File: src/rtl/ipe_pkg.sv
// Constants shared by the interrupt enable, priority and pin edge logic.
// Assumes a byte-wide register port addressed by 12-bit register offsets.
package ipe_pkg;

  // Register offsets.
  localparam logic [11:0] OFS_PEND0 = 12'hFC0;
  localparam logic [11:0] OFS_G0_EN_HIGH = 12'hFC1;
  localparam logic [11:0] OFS_G0_EN_LOW = 12'hFC2;
  localparam logic [11:0] OFS_PEND1 = 12'hFC3;
  localparam logic [11:0] OFS_G1_EN_HIGH = 12'hFC4;
  localparam logic [11:0] OFS_G1_EN_LOW = 12'hFC5;
  localparam logic [11:0] OFS_PEND2 = 12'hFC6;
  localparam logic [11:0] OFS_G2_EN_HIGH = 12'hFC7;
  localparam logic [11:0] OFS_G2_EN_LOW = 12'hFC8;
  localparam logic [11:0] OFS_EDGE_POL = 12'hFCD;
  localparam logic [11:0] OFS_PORT_CHOICE = 12'hFCE;
  localparam logic [11:0] OFS_GLOBAL_CTRL = 12'hFCF;
  localparam logic [11:0] OFS_EVT_STATUS = 12'hFD0;
  localparam logic [11:0] OFS_EVT_CLEAR = 12'hFD1;
  localparam logic [11:0] OFS_EVT_ENABLE = 12'hFD2;

  // Widths and reset values.
  localparam int REG_W = 8;
  localparam int GROUPS = 3;
  localparam int SRC_W = 5;
  localparam logic [7:0] RESET_BYTE = 8'h00;
  localparam logic [7:0] READ_NONE = 8'h00;

  // Global control register: bit 7 is the global request enable.
  localparam int GLOBAL_EN_BIT = 7;

  // Group numbers, also the event status bit of each group.
  localparam logic [1:0] GRP0 = 2'h0;
  localparam logic [1:0] GRP1 = 2'h1;
  localparam logic [1:0] GRP2 = 2'h2;
  localparam int EVT_W = 3;

  // Priority level of one source, high bit from the high enable register.
  typedef logic [1:0] ipe_level_type;
  localparam ipe_level_type LVL_OFF = 2'h0;
  localparam ipe_level_type LVL_LOW = 2'h1;
  localparam ipe_level_type LVL_NOMINAL = 2'h2;
  localparam ipe_level_type LVL_HIGH = 2'h3;

  // Edge polarity and port choice encodings.
  localparam logic POL_FALLING = 1'b0;
  localparam logic POL_RISING = 1'b1;
  localparam logic CHOOSE_PORTA = 1'b0;
  localparam logic CHOOSE_PORTD = 1'b1;

endpackage : ipe_pkg

File: src/rtl/ipe_pin_edge.sv
// One shared pin interrupt: pin choice, synchroniser and edge finder.
// Assumes both pins are asynchronous to CLK_SYS; choice and polarity are same-clock.
module ipe_pin_edge
(
  input wire logic clk,
  input wire logic reset_n,
  input wire logic porta_pin,
  input wire logic portd_pin,
  input wire logic port_choice_bit,
  input wire logic edge_polarity_bit,
  output logic edge_pulse
);

  logic [1:0] sync_a;
  logic [1:0] sync_d;
  logic last_sample;
  logic chosen;

  // Both pins pass two flip-flops before anything looks at them.
  always_ff @(posedge clk or negedge reset_n)
  begin
    if (!reset_n)
    begin
      sync_a <= 2'h0;
      sync_d <= 2'h0;
    end
    else
    begin
      sync_a <= {sync_a[0], porta_pin};
      sync_d <= {sync_d[0], portd_pin};
    end
  end

  // Switching the choice may show a spurious edge once; software should
  // change the choice only while the source is disabled.
  assign chosen = (port_choice_bit == ipe_pkg::CHOOSE_PORTD) ? sync_d[1] : sync_a[1];

  // Previous sample of the chosen pin, compared below.
  always_ff @(posedge clk or negedge reset_n)
  begin
    if (!reset_n)
      last_sample <= 1'b0;
    else
      last_sample <= chosen;
  end

  // One-cycle pulse on the polarity picked for this pin.
  always_comb
  begin
    if (edge_polarity_bit == ipe_pkg::POL_RISING)
      edge_pulse = chosen && !last_sample;
    else
      edge_pulse = !chosen && last_sample;
  end

endmodule : ipe_pin_edge

File: src/rtl/ipe_irq_ctrl.sv
// Interrupt enable, priority encoding and shared pin edge selection.
// Assumes a same-clock register master with one-cycle strobes, pulse sources on
// CLK_SYS and asynchronous port pins that hold each level over a clock.
//
// The implementer's own choice: the plain strobed port.
module ipe_irq_ctrl
#(
  parameter int NUM_PINS = 8
)
(
  input wire logic CLK_SYS,
  input wire logic RESET_N,
  input wire logic [11:0] ADDR,
  input wire logic [7:0] WR_DATA,
  input wire logic WR_STB,
  input wire logic RD_STB,
  output logic [7:0] RD_DATA,
  input wire logic [7:0] SRC_REQ_G0,
  input wire logic [7:0] SRC_REQ_G2,
  input wire logic [NUM_PINS-1:0] PORTA_PIN,
  input wire logic [NUM_PINS-1:0] PORTD_PIN,
  input wire logic CPU_ACK,
  output logic CPU_REQ,
  output logic [1:0] CPU_LEVEL,
  output logic [4:0] CPU_SOURCE,
  output logic IRQ_OUT
);

  // The group 1 registers are one byte wide, one bit per shared pin.
  if (NUM_PINS != ipe_pkg::REG_W)
  begin : g_check
    $error("NUM_PINS must equal the register width");
  end

  // Every source index group*width+bit must fit the source output.
  if (ipe_pkg::GROUPS * ipe_pkg::REG_W > (1 << $bits(CPU_SOURCE)))
  begin : g_check_src
    $error("source index does not fit the source output");
  end

  // The event register keeps one sticky bit per request group.
  if (ipe_pkg::EVT_W != ipe_pkg::GROUPS)
  begin : g_check_evt
    $error("one event bit per group is required");
  end

  // Enable pairs and pending requests, indexed by group.
  logic [7:0] enable_high [ipe_pkg::GROUPS];
  logic [7:0] enable_low [ipe_pkg::GROUPS];
  logic [7:0] pending [ipe_pkg::GROUPS];
  logic [7:0] set_vec [ipe_pkg::GROUPS];
  logic [7:0] pin_edge_polarity;
  logic [7:0] pin_port_choice;
  logic global_enable;
  logic [ipe_pkg::EVT_W-1:0] evt_status;
  logic [ipe_pkg::EVT_W-1:0] evt_enable;
  logic [ipe_pkg::EVT_W-1:0] evt_set;
  logic [NUM_PINS-1:0] pin_edge;
  logic [1:0] wr_group;
  logic wr_pend;
  logic wr_en_high;
  logic wr_en_low;
  logic ack_take;
  logic [1:0] ack_group;
  logic [2:0] ack_bit;
  ipe_pkg::ipe_level_type next_level;
  logic [4:0] next_source;
  logic [7:0] next_rd;

  // One edge finder per shared pin; choice and polarity share bit x.
  // Each edge finder owns its synchroniser, so the pins need no shared stage.
  for (genvar x = 0; x < NUM_PINS; x++)
  begin : g_pin
    ipe_pin_edge u_edge
    (
      .clk(CLK_SYS),
      .reset_n(RESET_N),
      .porta_pin(PORTA_PIN[x]),
      .portd_pin(PORTD_PIN[x]),
      .port_choice_bit(pin_port_choice[x]),
      .edge_polarity_bit(pin_edge_polarity[x]),
      .edge_pulse(pin_edge[x])
    );
  end

  // Source requests per group in documented bit order.
  always_comb
  begin
    set_vec[ipe_pkg::GRP0] = SRC_REQ_G0;
    set_vec[ipe_pkg::GRP1] = pin_edge;
    set_vec[ipe_pkg::GRP2] = SRC_REQ_G2;
  end

  // Write decode for the grouped registers.
  // Only the group index and three strobes come out of it; the single-register
  // offsets are decoded beside the flops that they feed.
  always_comb
  begin
    wr_group = ipe_pkg::GRP0;
    wr_pend = 1'b0;
    wr_en_high = 1'b0;
    wr_en_low = 1'b0;
    case (ADDR)
      ipe_pkg::OFS_PEND0:
        wr_pend = WR_STB;
      ipe_pkg::OFS_G0_EN_HIGH:
        wr_en_high = WR_STB;
      ipe_pkg::OFS_G0_EN_LOW:
        wr_en_low = WR_STB;
      ipe_pkg::OFS_PEND1:
      begin
        wr_group = ipe_pkg::GRP1;
        wr_pend = WR_STB;
      end
      ipe_pkg::OFS_G1_EN_HIGH:
      begin
        wr_group = ipe_pkg::GRP1;
        wr_en_high = WR_STB;
      end
      ipe_pkg::OFS_G1_EN_LOW:
      begin
        wr_group = ipe_pkg::GRP1;
        wr_en_low = WR_STB;
      end
      ipe_pkg::OFS_PEND2:
      begin
        wr_group = ipe_pkg::GRP2;
        wr_pend = WR_STB;
      end
      ipe_pkg::OFS_G2_EN_HIGH:
      begin
        wr_group = ipe_pkg::GRP2;
        wr_en_high = WR_STB;
      end
      ipe_pkg::OFS_G2_EN_LOW:
      begin
        wr_group = ipe_pkg::GRP2;
        wr_en_low = WR_STB;
      end
      default:
        wr_group = ipe_pkg::GRP0;
    endcase
  end

  // Enable pairs; the high and low bit of one source sit in two registers.
  always_ff @(posedge CLK_SYS or negedge RESET_N)
  begin
    if (!RESET_N)
    begin
      for (int g = 0; g < ipe_pkg::GROUPS; g++)
      begin
        enable_high[g] <= ipe_pkg::RESET_BYTE;
        enable_low[g] <= ipe_pkg::RESET_BYTE;
      end
    end
    else
    begin
      if (wr_en_high)
        enable_high[wr_group] <= WR_DATA;
      if (wr_en_low)
        enable_low[wr_group] <= WR_DATA;
    end
  end

  // Polarity and port choice, both one bit per shared pin.
  always_ff @(posedge CLK_SYS or negedge RESET_N)
  begin
    if (!RESET_N)
    begin
      pin_edge_polarity <= ipe_pkg::RESET_BYTE;
      pin_port_choice <= ipe_pkg::RESET_BYTE;
    end
    else if (WR_STB)
    begin
      if (ADDR == ipe_pkg::OFS_EDGE_POL)
        pin_edge_polarity <= WR_DATA;
      if (ADDR == ipe_pkg::OFS_PORT_CHOICE)
        pin_port_choice <= WR_DATA;
    end
  end

  // The acknowledged source is the one currently offered to the core.
  assign ack_take = CPU_ACK && CPU_REQ;
  assign ack_group = CPU_SOURCE[4:3];
  assign ack_bit = CPU_SOURCE[2:0];

  // Global enable: set by software, dropped by an acknowledge so that the
  // handler runs without being interrupted until software enables again.
  always_ff @(posedge CLK_SYS or negedge RESET_N)
  begin
    if (!RESET_N)
      global_enable <= 1'b0;
    else if (WR_STB && ADDR == ipe_pkg::OFS_GLOBAL_CTRL)
      global_enable <= WR_DATA[ipe_pkg::GLOBAL_EN_BIT];
    else if (ack_take)
      global_enable <= 1'b0;
  end

  // Pending bits: a write stores the byte, an acknowledge clears the served
  // bit, and a new request in the same cycle always wins over either.
  // Writing zero to a bit is how software drops a request that it has
  // polled instead of taking it through the core.
  always_ff @(posedge CLK_SYS or negedge RESET_N)
  begin
    if (!RESET_N)
    begin
      for (int g = 0; g < ipe_pkg::GROUPS; g++)
        pending[g] <= ipe_pkg::RESET_BYTE;
    end
    else
    begin
      for (int g = 0; g < ipe_pkg::GROUPS; g++)
      begin
        if (wr_pend && wr_group == 2'(g))
          pending[g] <= WR_DATA | set_vec[g];
        else if (ack_take && ack_group == 2'(g))
          pending[g] <= (pending[g] & ~(8'h01 << ack_bit)) | set_vec[g];
        else
          pending[g] <= pending[g] | set_vec[g];
      end
    end
  end

  // Priority search: highest level wins, ties go to the lower source number.
  // Disabled sources never beat the starting level, so they are never offered.
  // The search is a plain loop over all sources; at this clock rate the depth
  // of the comparator chain leaves ample slack.
  always_comb
  begin
    next_level = ipe_pkg::LVL_OFF;
    next_source = 5'h00;
    for (int g = 0; g < ipe_pkg::GROUPS; g++)
    begin
      for (int b = 0; b < ipe_pkg::REG_W; b++)
      begin
        if (pending[g][b] && {enable_high[g][b], enable_low[g][b]} > next_level)
        begin
          next_level = {enable_high[g][b], enable_low[g][b]};
          next_source = 5'(g * ipe_pkg::REG_W + b);
        end
      end
    end
  end

  // Registered request to the core, gated by the global enable.
  // The offer trails the pending bits by one cycle, so level and source may
  // still name the served request in the cycle after an acknowledge; the
  // request itself is already low then, and that is what the core looks at.
  always_ff @(posedge CLK_SYS or negedge RESET_N)
  begin
    if (!RESET_N)
    begin
      CPU_REQ <= 1'b0;
      CPU_LEVEL <= ipe_pkg::LVL_OFF;
      CPU_SOURCE <= 5'h00;
    end
    else
    begin
      CPU_REQ <= global_enable && !ack_take && (next_level != ipe_pkg::LVL_OFF);
      CPU_LEVEL <= next_level;
      CPU_SOURCE <= next_source;
    end
  end

  // One event per group: any new request arriving there.
  always_comb
  begin
    for (int g = 0; g < ipe_pkg::EVT_W; g++)
      evt_set[g] = |set_vec[g];
  end

  // Sticky events; a clear in the same cycle as a new event loses.
  // The enable only masks the output; status keeps collecting while masked.
  always_ff @(posedge CLK_SYS or negedge RESET_N)
  begin
    if (!RESET_N)
    begin
      evt_status <= 3'h0;
      evt_enable <= 3'h0;
    end
    else
    begin
      if (WR_STB && ADDR == ipe_pkg::OFS_EVT_CLEAR)
        evt_status <= (evt_status & ~WR_DATA[ipe_pkg::EVT_W-1:0]) | evt_set;
      else
        evt_status <= evt_status | evt_set;
      if (WR_STB && ADDR == ipe_pkg::OFS_EVT_ENABLE)
        evt_enable <= WR_DATA[ipe_pkg::EVT_W-1:0];
    end
  end

  // Level interrupt, one cycle behind the status so it comes from a flop.
  always_ff @(posedge CLK_SYS or negedge RESET_N)
  begin
    if (!RESET_N)
      IRQ_OUT <= 1'b0;
    else
      IRQ_OUT <= |(evt_status & evt_enable);
  end

  // Read multiplexer; unmapped and write-only offsets read as zero.
  // The clear register reads as zero, since it holds no state of its own.
  always_comb
  begin
    case (ADDR)
      ipe_pkg::OFS_PEND0:
        next_rd = pending[ipe_pkg::GRP0];
      ipe_pkg::OFS_G0_EN_HIGH:
        next_rd = enable_high[ipe_pkg::GRP0];
      ipe_pkg::OFS_G0_EN_LOW:
        next_rd = enable_low[ipe_pkg::GRP0];
      ipe_pkg::OFS_PEND1:
        next_rd = pending[ipe_pkg::GRP1];
      ipe_pkg::OFS_G1_EN_HIGH:
        next_rd = enable_high[ipe_pkg::GRP1];
      ipe_pkg::OFS_G1_EN_LOW:
        next_rd = enable_low[ipe_pkg::GRP1];
      ipe_pkg::OFS_PEND2:
        next_rd = pending[ipe_pkg::GRP2];
      ipe_pkg::OFS_G2_EN_HIGH:
        next_rd = enable_high[ipe_pkg::GRP2];
      ipe_pkg::OFS_G2_EN_LOW:
        next_rd = enable_low[ipe_pkg::GRP2];
      ipe_pkg::OFS_EDGE_POL:
        next_rd = pin_edge_polarity;
      ipe_pkg::OFS_PORT_CHOICE:
        next_rd = pin_port_choice;
      ipe_pkg::OFS_GLOBAL_CTRL:
        next_rd = {global_enable, 7'h00};
      ipe_pkg::OFS_EVT_STATUS:
        next_rd = {5'h00, evt_status};
      ipe_pkg::OFS_EVT_ENABLE:
        next_rd = {5'h00, evt_enable};
      default:
        next_rd = ipe_pkg::READ_NONE;
    endcase
  end

  // Read data stand only in the cycle after the strobe.
  always_ff @(posedge CLK_SYS or negedge RESET_N)
  begin
    if (!RESET_N)
      RD_DATA <= ipe_pkg::READ_NONE;
    else if (RD_STB)
      RD_DATA <= next_rd;
    else
      RD_DATA <= ipe_pkg::READ_NONE;
  end

endmodule : ipe_irq_ctrl

File: config.mk
export PLATFORM = sky130hd
export DESIGN_NAME = ipe_irq_ctrl
export DESIGN_NICKNAME = d
export VERILOG_FILES = /design/src/rtl/ipe_pkg.sv /design/src/rtl/ipe_pin_edge.sv /design/src/rtl/ipe_irq_ctrl.sv
export SDC_FILE = /design/constraint.sdc
export NUM_CORES = 1
export LEC_CHECK = 0
export BUFFER_PORTS_ARGS = -buffer_cell sky130_fd_sc_hd__clkbuf_2
export CAP_MARGIN = 15
export CORE_MARGIN = 1.5
export CORE_UTILIZATION = 50
export CTS_BUF_LIST = sky130_fd_sc_hd__clkbuf_8
export DETAILED_ROUTE_END_ITERATION = 16
export PLACE_DENSITY = 0.68
export SLEW_MARGIN = 30
export SYNTH_ARGS = -nofsm -noshare
export SYNTH_HDL_FRONTEND = slang
export SYNTH_SLANG_ARGS = --single-unit
File: constraint.sdc
create_clock -name CLK_SYS -period 50.9 [get_ports CLK_SYS]
set_input_delay 5.09 -clock CLK_SYS [delete_from_list [all_inputs] [get_ports CLK_SYS]]
set_output_delay 5.09 -clock CLK_SYS [all_outputs]
set_load 0.05 [all_outputs]
==> run metrics, run 1 <==
Max Clock Skew 0.0152 ns; post-synth top area share 45.1%; pin count of the biggest net entering global routing 83; Final Cell Area 9400 um2; most numerous cell in the Yosys netlist dfrtp_1; Core Rows 47; first-pass GRT wire length 38.5 mm; Reg area 3800 um2; Via Count 7067; Most used DFF post-synth dfrtp_1; Hold Crit Class reg2reg; Post-synth ARST share 100%; maxcap violations 0; post-CTS resize count 0; WP buf/inv 4; sequential share of the synthesized area 45.1%; CORE AREA 16500 um2; initial antenna violation count 0; Final HPWL DP 18.2 mm; peak supply drop 0.000131 V; PD cells 85.1 nW/um2; worst path required time 51.29 ns; Clock Path Buffers 2; RSZ-0062 raised after global routing false; CP Capture Type flop; average size of a mapped cell 9.90 um2; fmax 34.6 MHz; layout cells sized above 1 22.3%; Final Net Count 996; Setup CP Type reg2reg; multi-input logic area 4360 um2; Die X 133 um; dpl cells 1115; Starting Density 51.0%; post-route ant nets 0; leakage 4.19 nW; Post-Place Cell Area 8960 um2; cells after synthesis 852; Area Growth Syn to Fin 11.5%; Distinct cells, synth 83; Slew @ Worst Pin 0.876 ns; CP delay by family, top compound AO/OA/AOI/OAI gates; DRT Wirelength 24.5 mm; Tcrit/Tclk final 56.8%; setup violators final 0; crit path time final 28.90 ns; Clock H-tree levels 4; Hold Vio Cnt, Final 0; final count of pins violating max slew 0; PnR Total Power 0.800 mW; non-filler cells, final 1147; number of synthesized flops with an enable pin 0; I/O pin count 74; CP max stage delay 0.48 ns; Clock Pin Slew Worst Setup and Hold Paths 0.10 ns; Post-Syn Nets 934; GRT overflow 0; Util after Layout 56.9%; PortBufs 73; DRC viols 0; Synth top cells by count dfrtp_1 (152), nand2_1 (103), nor2_1 (82); Final TNS setup 0 ns; GP Congestion 0.951; CTS tree yes; Die Area 17600 um2; critical path arrival 29.29 ns; DRT Pass-1 Iters 6; vias in the first global route 6507; Hold Buf Count CTS 0; CP max FO 9; clock buffer count from CTS 17; fill cell count 1404; Wirelength per Cell 21.3 um; Clock Tree Root clkbuf_8; Rel. slew slack 40.9%; GRT Util Overall 29.1%; status finished clean; Mapped Area 8430 um2; clk_lat worst skew 0.47 ns; crit start category flop; post-synth top area cell dfrtp_1; vias per cell 6.16; Yosys reg bits 152; 1st-iter DRT viols 825; Setup Buffers After CTS 0; diode count 0; CP max stage cell nor2_1; CP dominant cell by count nor2_1; Yosys warnings 0; clk sink count 152; Vert. Die Dim 133 um; top cells by area, synth dfrtp_1 (45%), mux2_2 (8.0%), nand2_1 (4.6%), ha_1 (3.7%), nor2_1 (3.7%)
## registers in the layout, summed over array words and instances, names as in the netlist
register	cells
global_enable	1
g_pin.u_edge.sync_a	16
IRQ_OUT	1
g_pin.u_edge.sync_d	16
CPU_LEVEL	2
CPU_REQ	1
pin_edge_polarity	8
pending	24
enable_high	24
evt_enable	3
enable_low	24
RD_DATA	8
CPU_SOURCE	5
evt_status	3
pin_port_choice	8
g_pin.u_edge.last_sample	8
## kinds of logic (layout without fill, tap and decap cells)
group           Yosys count  count (layout)  share of synthesized area (%)
simple gates            288             288                           16.4
fa+ha+maj                29              29                           4.24
compound gates          232             232                           20.0
buf+inv                  69             144                           3.18
flops                   152             152                           45.1
mux                      82              82                           11.1
## power by group
group	leakage [nW]	switching, mW	internal [mW]
logic	2.19	0.319	0.259
clock network	0.212	0.0579	0.0384
registers	1.79	0.00125	0.124
## cell type report
cell class              instances  area share, %
inverters                      38           1.52
repair buffers                 74           4.07
multi-input cells             631           46.4
clock inverters                15           2.09
well taps                     220           2.93
clock buffers                  17           2.49
flip-flops and latches        152           40.5
## worst reg2reg max path: cells and delay by family (launching register included)
family	cells	cell delay (ns)
AND/OR/NAND/NOR	60	8.52
flip-flops	1	0.44
adder cells (fa/ha/maj)	27	7.41
AO/OA/AOI/OAI	56	11.02
multiplexers	3	1.11
buffers and inverters	4	0.31
## stage by stage
| stage | hold WS (ns) | setup WS, ns |
|---|---|---|
| 3_3_place_gp | 0.331 | 22.79 |
| 3_5_place_dp | 0.335 | 22.38 |
| 6_report | 0.356 | 22.00 |
| 2_1_floorplan | 0.331 | 25.51 |
| 5_1_grt | 0.363 | 19.67 |
| 4_1_cts | 0.358 | 22.28 |
## placed cells by master (no fill, tap or decap), types with 5 or more instances in the layout
cell type,instances
a22oi_1,12
o21ai_0,59
mux2i_1,19
o211ai_1,14
a211o_1,18
a21o_1,5
nand2b_1,5
o22ai_1,5
clkinv_8,7
inv_1,38
a31oi_1,11
ha_1,25
o21a_1,5
nand2_1,103
clkbuf_8,17
a21oi_1,33
a221oi_1,11
nor3_1,6
nor2b_1,6
and2_1,10
clkbuf_2,72
nand3_1,25
nand4_1,9
and3_1,9
mux2_2,60
nor2_1,80
dfrtp_1,152
nor4_1,5
## layer usage
layer | up-vias | GRT usage [%] | wire [um]
met3 | 50 | 6.36 | 2210
li1 | 3266 | - | -
met2 | 337 | 43.0 | 10900
met5 | - | 0 | 0
met1 | 3414 | 42.3 | 10700
met4 | 0 | 10.1 | 643
## path summary, 6_finish.rpt
kind | from | end | slack (ns) | cells after the start
setup / recovery | pending[16]$_DFF_PN0_ | CPU_SOURCE[3]$_DFF_PN0_ | 22.00 | 150
hold / removal | g_pin[5].u_edge.sync_d[0]$_DFF_PN0_ | g_pin[5].u_edge.sync_d[1]$_DFF_PN0_ | 0.36 | 0
setup reg to reg | pending[16]$_DFF_PN0_ | CPU_SOURCE[3]$_DFF_PN0_ | 22.00 | 150
hold reg to reg | g_pin[5].u_edge.sync_d[0]$_DFF_PN0_ | g_pin[5].u_edge.sync_d[1]$_DFF_PN0_ | 0.36 | 0
max in group asynchronous | RESET_N | enable_high[10]$_DFFE_PN0P_ | 45.11 | 2
min in group asynchronous | RESET_N | g_pin[0].u_edge.sync_a[1]$_DFF_PN0_ | 4.62 | 1
(Power assumes the default switching activity.)
==> run 2, diff against run 1 <==
Clock period 50.9 ns to 29.5 ns, I/O delays scaled along.
==> run 2 against run 1 <==
  * Clock power up 64%
  * Non-clock buffer count up 9
  * Critical path depth down 2
  * Register-to-register slack worse by 20 ns
  * Sequential cell count unchanged
  * Sequential share of layout area down 0.49 points
  * Sequential power up 73%
  * Count of clock-buffer cells in the layout unchanged
  * Final cell count up 0.78%
  * Core utilization up 0.70 points
  * Via count up 0.72%
  * Critical path type unchanged
  * Largest cell class unchanged
  * Highest routed layer unchanged
==> run metrics, run 2 (synthesis results as in run 1) <==
Area Growth Syn to Fin 12.9% (was 11.5%); Slew @ Worst Pin 0.996 ns (was 0.876 ns); leakage 4.24 nW (was 4.19 nW); crit start category flop (unchanged); Die X 133 um (unchanged); Clock Tree Root clkbuf_8 (unchanged); PD cells 145 nW/um2 (was 85.1 nW/um2); critical path arrival 27.87 ns (was 29.29 ns); flop2flop setup slack 2.02 ns (was 22.00 ns); Top Registers enable_high: 24 flops, enable_low: 24 flops, pending: 24 flops (unchanged); Hold Buf Count CTS 0 (unchanged); most frequent cells in the layout dfrtp_1 (152), nand2_1 (102), nor2_1 (79) (was dfrtp_1 (152), nand2_1 (103), nor2_1 (80)); Tcrit/Tclk final 93.1% (was 56.8%); Max Clock Skew 0.0184 ns (was 0.0152 ns); CP Capture Type flop (unchanged); GRT overflow 0 (unchanged); Starting Density 51.0% (unchanged); clk_lat worst skew 0.47 ns (about the same); CTS tree yes (unchanged); DRC viols 0 (unchanged); clk sink count 152 (unchanged); Final Net Count 1005 (was 996); PortBufs 73 (unchanged); CORE AREA 16500 um2 (unchanged); layout cells sized above 1 24.5% (was 22.3%); Post-Place Cell Area 8960 um2 (unchanged); CP Launch Point pending[16]$_DFF_PN0_ (unchanged); Clock H-tree levels 4 (unchanged); commonest non-fill, non-tap cell in the layout dfrtp_1 (unchanged); Die Area 17600 um2 (unchanged); DRT Pass-1 Iters 8 (was 6); peak supply drop 0.000304 V (was 0.000131 V); 1st-iter DRT viols 844 (was 825); reg2reg path depth 148 (was 150); diode count 0 (unchanged); CP dominant cell by count nor2_1 (unchanged); maxcap violations 0 (unchanged); Rel. slew slack 32.8% (was 40.9%); I/O pin count 74 (unchanged); post-route ant nets 0 (unchanged); CP max stage cell dfrtp_1 (was nor2_1); CP max stage delay 0.43 ns (was 0.48 ns); Hold Crit Class reg2reg (unchanged); worst path required time 29.89 ns (was 51.29 ns); status finished clean (unchanged); pin count of the biggest net entering global routing 83 (unchanged); vias per cell 6.16 (about the same); Clock Path Buffers 2 (unchanged); initial antenna violation count 0 (unchanged); r2r endpoint CPU_SOURCE[3]$_DFF_PN0_ (unchanged); PnR Total Power 1.38 mW (was 0.800 mW); hold slack final 0.354 ns (was 0.356 ns); Final Cell Area 9510 um2 (was 9400 um2); final count of pins violating max slew 0 (unchanged); Final HPWL DP 18.2 mm (about the same); DRT Wirelength 24.5 mm (about the same); crit path time final 27.48 ns (was 28.90 ns); Setup CP Type reg2reg (unchanged); GP Congestion 0.957 (was 0.951); setup violators final 0 (unchanged); fmax 36.4 MHz (was 34.6 MHz); CP max FO 9 (unchanged); Vert. Die Dim 133 um (unchanged); Wirelength per Cell 21.2 um (was 21.3 um); vias in the first global route 6647 (was 6507); Core Rows 47 (unchanged); first-pass GRT wire length 38.4 mm (was 38.5 mm); Clock Pin Slew Worst Setup and Hold Paths 0.11 ns (was 0.10 ns); clock buffer count from CTS 17 (unchanged); Hold Vio Cnt, Final 0 (unchanged); Via Count 7118 (was 7067); worst setup path end CPU_SOURCE[3]$_DFF_PN0_ (unchanged); GRT Util Overall 28.9% (was 29.1%); Reg2Reg Launch Point pending[16]$_DFF_PN0_ (unchanged)
## run 2: metrics by stage
step | instances | TNS, ns | utilization (%) | worst slack (ns)
global route | 1156 | -0.219 | 57.6 | -0.153
floorplan | 852 | 0 | - | 4.11
finish | 1156 | 0 | 57.6 | 2.02
CTS | 1147 | 0 | 56.6 | 0.978
detailed placement | 1115 | 0 | 54.2 | 1.06
global placement | 1115 | 0 | 54.2 | 1.47
## run 2: how the worst min path moves through the flow
stage	from	endpoint	slack, ns	depth (start not counted)
floorplan	g_pin[0].u_edge.sync_a[0]$_DFF_PN0_	g_pin[0].u_edge.sync_a[1]$_DFF_PN0_	0.33	0
global placement	g_pin[0].u_edge.sync_a[0]$_DFF_PN0_	g_pin[0].u_edge.sync_a[1]$_DFF_PN0_	0.33	0
detailed placement	g_pin[3].u_edge.sync_d[0]$_DFF_PN0_	g_pin[3].u_edge.sync_d[1]$_DFF_PN0_	0.33	0
CTS	g_pin[5].u_edge.sync_d[0]$_DFF_PN0_	g_pin[5].u_edge.sync_d[1]$_DFF_PN0_	0.36	0
global route	g_pin[5].u_edge.sync_d[0]$_DFF_PN0_	g_pin[5].u_edge.sync_d[1]$_DFF_PN0_	0.36	0
finish	g_pin[4].u_edge.sync_d[0]$_DFF_PN0_	g_pin[4].u_edge.sync_d[1]$_DFF_PN0_	0.35	0
## run 2: final cells by class
class                           instances  area [um2]
Multi-Input combinational cell        631        4450
Fill cell                            1421        7010
Tap cell                              220         275
Sequential cell                       152        3800
Inverter                               38         143
Clock inverter                         15         158
Clock buffer                           17         234
Timing Repair Buffer                   83         450
## run 2: per-layer routing
metal	vias up	wire length (um)	track usage (%)
met3	42	2140	5.56
met1	3481	10700	41.3
met4	0	560	10.1
met2	330	11100	44.1
li1	3265	-	-
met5	-	0	0
## run 2: worst max-delay path: cells and delay by family, from the launching register on
family / cells / cell delay, ns
compound gates: 57 / 10.40
fa+ha+maj: 27 / 7.43
buf+inv: 4 / 0.30
flops: 1 / 0.43
mux: 3 / 1.09
simple gates: 57 / 7.71
## run 2: timing repair
item,in CTS,in global routing
endpoints found under the setup margin,0,8
buffers inserted,0,9
gates resized for setup,0,19
## run 2: report_power, final
part	total (mW)	leakage (nW)	switching, mW	internal, mW
registers	0.216	1.79	0.00215	0.214
clock network	0.158	0.197	0.0951	0.0632
logic	1.01	2.26	0.538	0.471
total	1.38	4.24	0.635	0.748
==> run 3, diff against run 2 <==
Settings changed: BUFFER_PORTS_ARGS -buffer_cell sky130_fd_sc_hd__clkbuf_2 to -buffer_cell sky130_fd_sc_hd__buf_2.
Clock period 29.5 ns to 35.6 ns, I/O delays scaled along.
==> run 3 against run 2 <==
  * Core utilization decreased by 0.77 points
  * Final cell count down 0.61%
  * Non-clock buffer count fell by 8
==> run metrics, run 3 (synthesis results as in run 1) <==
commonest non-fill, non-tap cell in the layout dfrtp_1 (unchanged); Area Growth Syn to Fin 11.3% (was 12.9%); GRT overflow 0 (unchanged); PD cells 119 nW/um2 (was 145 nW/um2); CP max stage delay 0.51 ns (was 0.43 ns); Wirelength per Cell 21.2 um (about the same); Post-Place Cell Area 8970 um2 (was 8960 um2); Final TNS setup 0 ns (unchanged); leakage 4.17 nW (was 4.24 nW); met1 Use GR 40.8% (was 41.3%); Starting Density 51.0% (unchanged); setup violators final 0 (unchanged); post-route ant nets 0 (unchanged); most frequent cells in the layout dfrtp_1 (152), nand2_1 (103), nor2_1 (80) (was dfrtp_1 (152), nand2_1 (102), nor2_1 (79)); Setup Buffers After CTS 0 (unchanged); Via Count 7132 (was 7118); Clock Path Buffers 2 (unchanged); DRC viols 0 (unchanged); fill cell count 1450 (was 1421); Hold Buf Count CTS 0 (unchanged); Vert. Die Dim 133 um (unchanged); Rel. slew slack 33.0% (was 32.8%); CP dominant cell by count nor2_1 (unchanged); Max Clock Skew 0.0150 ns (was 0.0184 ns); clk sink count 152 (unchanged); gr busiest metal met2 (unchanged); crit start category flop (unchanged); Hold Vio Cnt, Final 0 (unchanged); CORE AREA 16500 um2 (unchanged); Final Cell Area 9390 um2 (was 9510 um2); worst path required time 35.99 ns (was 29.89 ns); GRT Util Overall 28.6% (was 28.9%); GP Congestion 0.942 (was 0.957); RSZ-0062 raised after global routing false; final count of pins violating max slew 0 (unchanged); Tcrit/Tclk final 81.0% (was 93.1%); vias per cell 6.21 (was 6.16); Clock H-tree levels 4 (unchanged); I/O pin count 74 (unchanged); 1st-iter DRT viols 795 (was 844); layout cells sized above 1 22.4% (was 24.5%); DRT Wirelength 24.4 mm (was 24.5 mm); peak supply drop 0.000195 V (was 0.000304 V); PortBufs 73 (unchanged); first-pass GRT wire length 37.7 mm (was 38.4 mm); clk_lat worst skew 0.47 ns (about the same); vias in the first global route 6561 (was 6647); critical path arrival 29.21 ns (was 27.87 ns); met3 usage 5.67% (was 5.56%); clock buffer count from CTS 17 (unchanged); Setup CP Type reg2reg (unchanged); Top Registers enable_high: 24 flops, enable_low: 24 flops, pending: 24 flops (unchanged); CTS tree yes (unchanged); CP Capture Type flop (unchanged); Final Net Count 997 (was 1005); Hold Crit Class reg2reg (unchanged); DRT Pass-1 Iters 6 (was 8); CP max stage cell o211ai_1 (was dfrtp_1); pin count of the biggest net entering global routing 84 (was 83); fmax 34.7 MHz (was 36.4 MHz); maxcap violations 0 (unchanged); CP max FO 9 (unchanged); Clock Pin Slew Worst Setup and Hold Paths 0.10 ns (was 0.11 ns); Die Area 17600 um2 (unchanged); Clock Tree Root clkbuf_8 (unchanged); Die X 133 um (unchanged); Final HPWL DP 18.1 mm (was 18.2 mm); status finished clean (unchanged); Core Rows 47 (unchanged); Slew @ Worst Pin 0.998 ns (was 0.996 ns); crit path time final 28.82 ns (was 27.48 ns); post-CTS resize count 0 (unchanged); initial antenna violation count 1 (was 0); GR Layer Usage met2 42.5% (was 44.1%)
[run 3: changes by cell type in the layout (fill, tap and decap cells not counted), sizes merged]
cell	delta
buf	+64
clkbuf	-72
diode	+1
inv	-1
clkinvlp	+1
[run 3: final timing paths]
check | start | endpoint | slack (ns) | cells after the start
worst min-delay path | g_pin[6].u_edge.sync_a[0]$_DFF_PN0_ | g_pin[6].u_edge.sync_a[1]$_DFF_PN0_ | 0.35 | 0
min in group asynchronous | RESET_N | g_pin[0].u_edge.sync_a[0]$_DFF_PN0_ | 3.12 | 1
worst min register to register | g_pin[6].u_edge.sync_a[0]$_DFF_PN0_ | g_pin[6].u_edge.sync_a[1]$_DFF_PN0_ | 0.35 | 0
worst max register to register | pending[16]$_DFF_PN0_ | CPU_SOURCE[3]$_DFF_PN0_ | 6.78 | 149
worst max-delay path | pending[16]$_DFF_PN0_ | CPU_SOURCE[3]$_DFF_PN0_ | 6.78 | 149
max in group asynchronous | RESET_N | enable_high[0]$_DFFE_PN0P_ | 31.31 | 2
[run 3: per-layer routing]
| metal | vias to the layer above | part of all wire [%] |
|---|---|---|
| met5 | - | 0 |
| met4 | 0 | 3.6 |
| met3 | 54 | 8.4 |
| met2 | 349 | 44 |
| met1 | 3464 | 44 |
| li1 | 3265 | - |
[run 3: power by group]
part	internal [mW]	total [mW]	switching (mW)
clock network	0.0535	0.132	0.0789
registers	0.177	0.179	0.00181
logic	0.366	0.810	0.445
total	0.596	1.12	0.526
[run 3: critical path: cells and delay by family (launching register included)]
family | cells | cell delay (ns)
AO/OA/AOI/OAI | 56 | 10.96
AND/OR/NAND/NOR | 59 | 8.44
adder cells (fa/ha/maj) | 27 | 7.50
multiplexers | 3 | 1.11
flip-flops | 1 | 0.41
buffers and inverters | 4 | 0.32
[run 3: final cells by class]
cell class | instances | area, um2 | area share [%]
Antenna cell | 1 | 2.50 | 0.0267
Clock buffer | 17 | 234 | 2.49
Clock inverter | 15 | 174 | 1.85
Inverter | 38 | 143 | 1.52
Multi-Input combinational cell | 631 | 4360 | 46.5
Sequential cell | 152 | 3800 | 40.5
Tap cell | 220 | 275 | 2.93
Timing Repair Buffer | 75 | 390 | 4.16
[run 3: stage by stage]
step	hold WS [ns]	utilization (%)	power, mW	setup WS [ns]	instances
final	0.355	56.8	1.12	6.78	1149
after global routing	0.359	56.8	1.23	4.66	1148
after CTS	0.355	56.7	1.12	7.01	1148
after detailed placement	0.335	54.3	0.984	7.09	1116
after global placement	0.331	54.3	0.964	7.42	1116
after floorplan	0.331	-	0.834	10.21	852
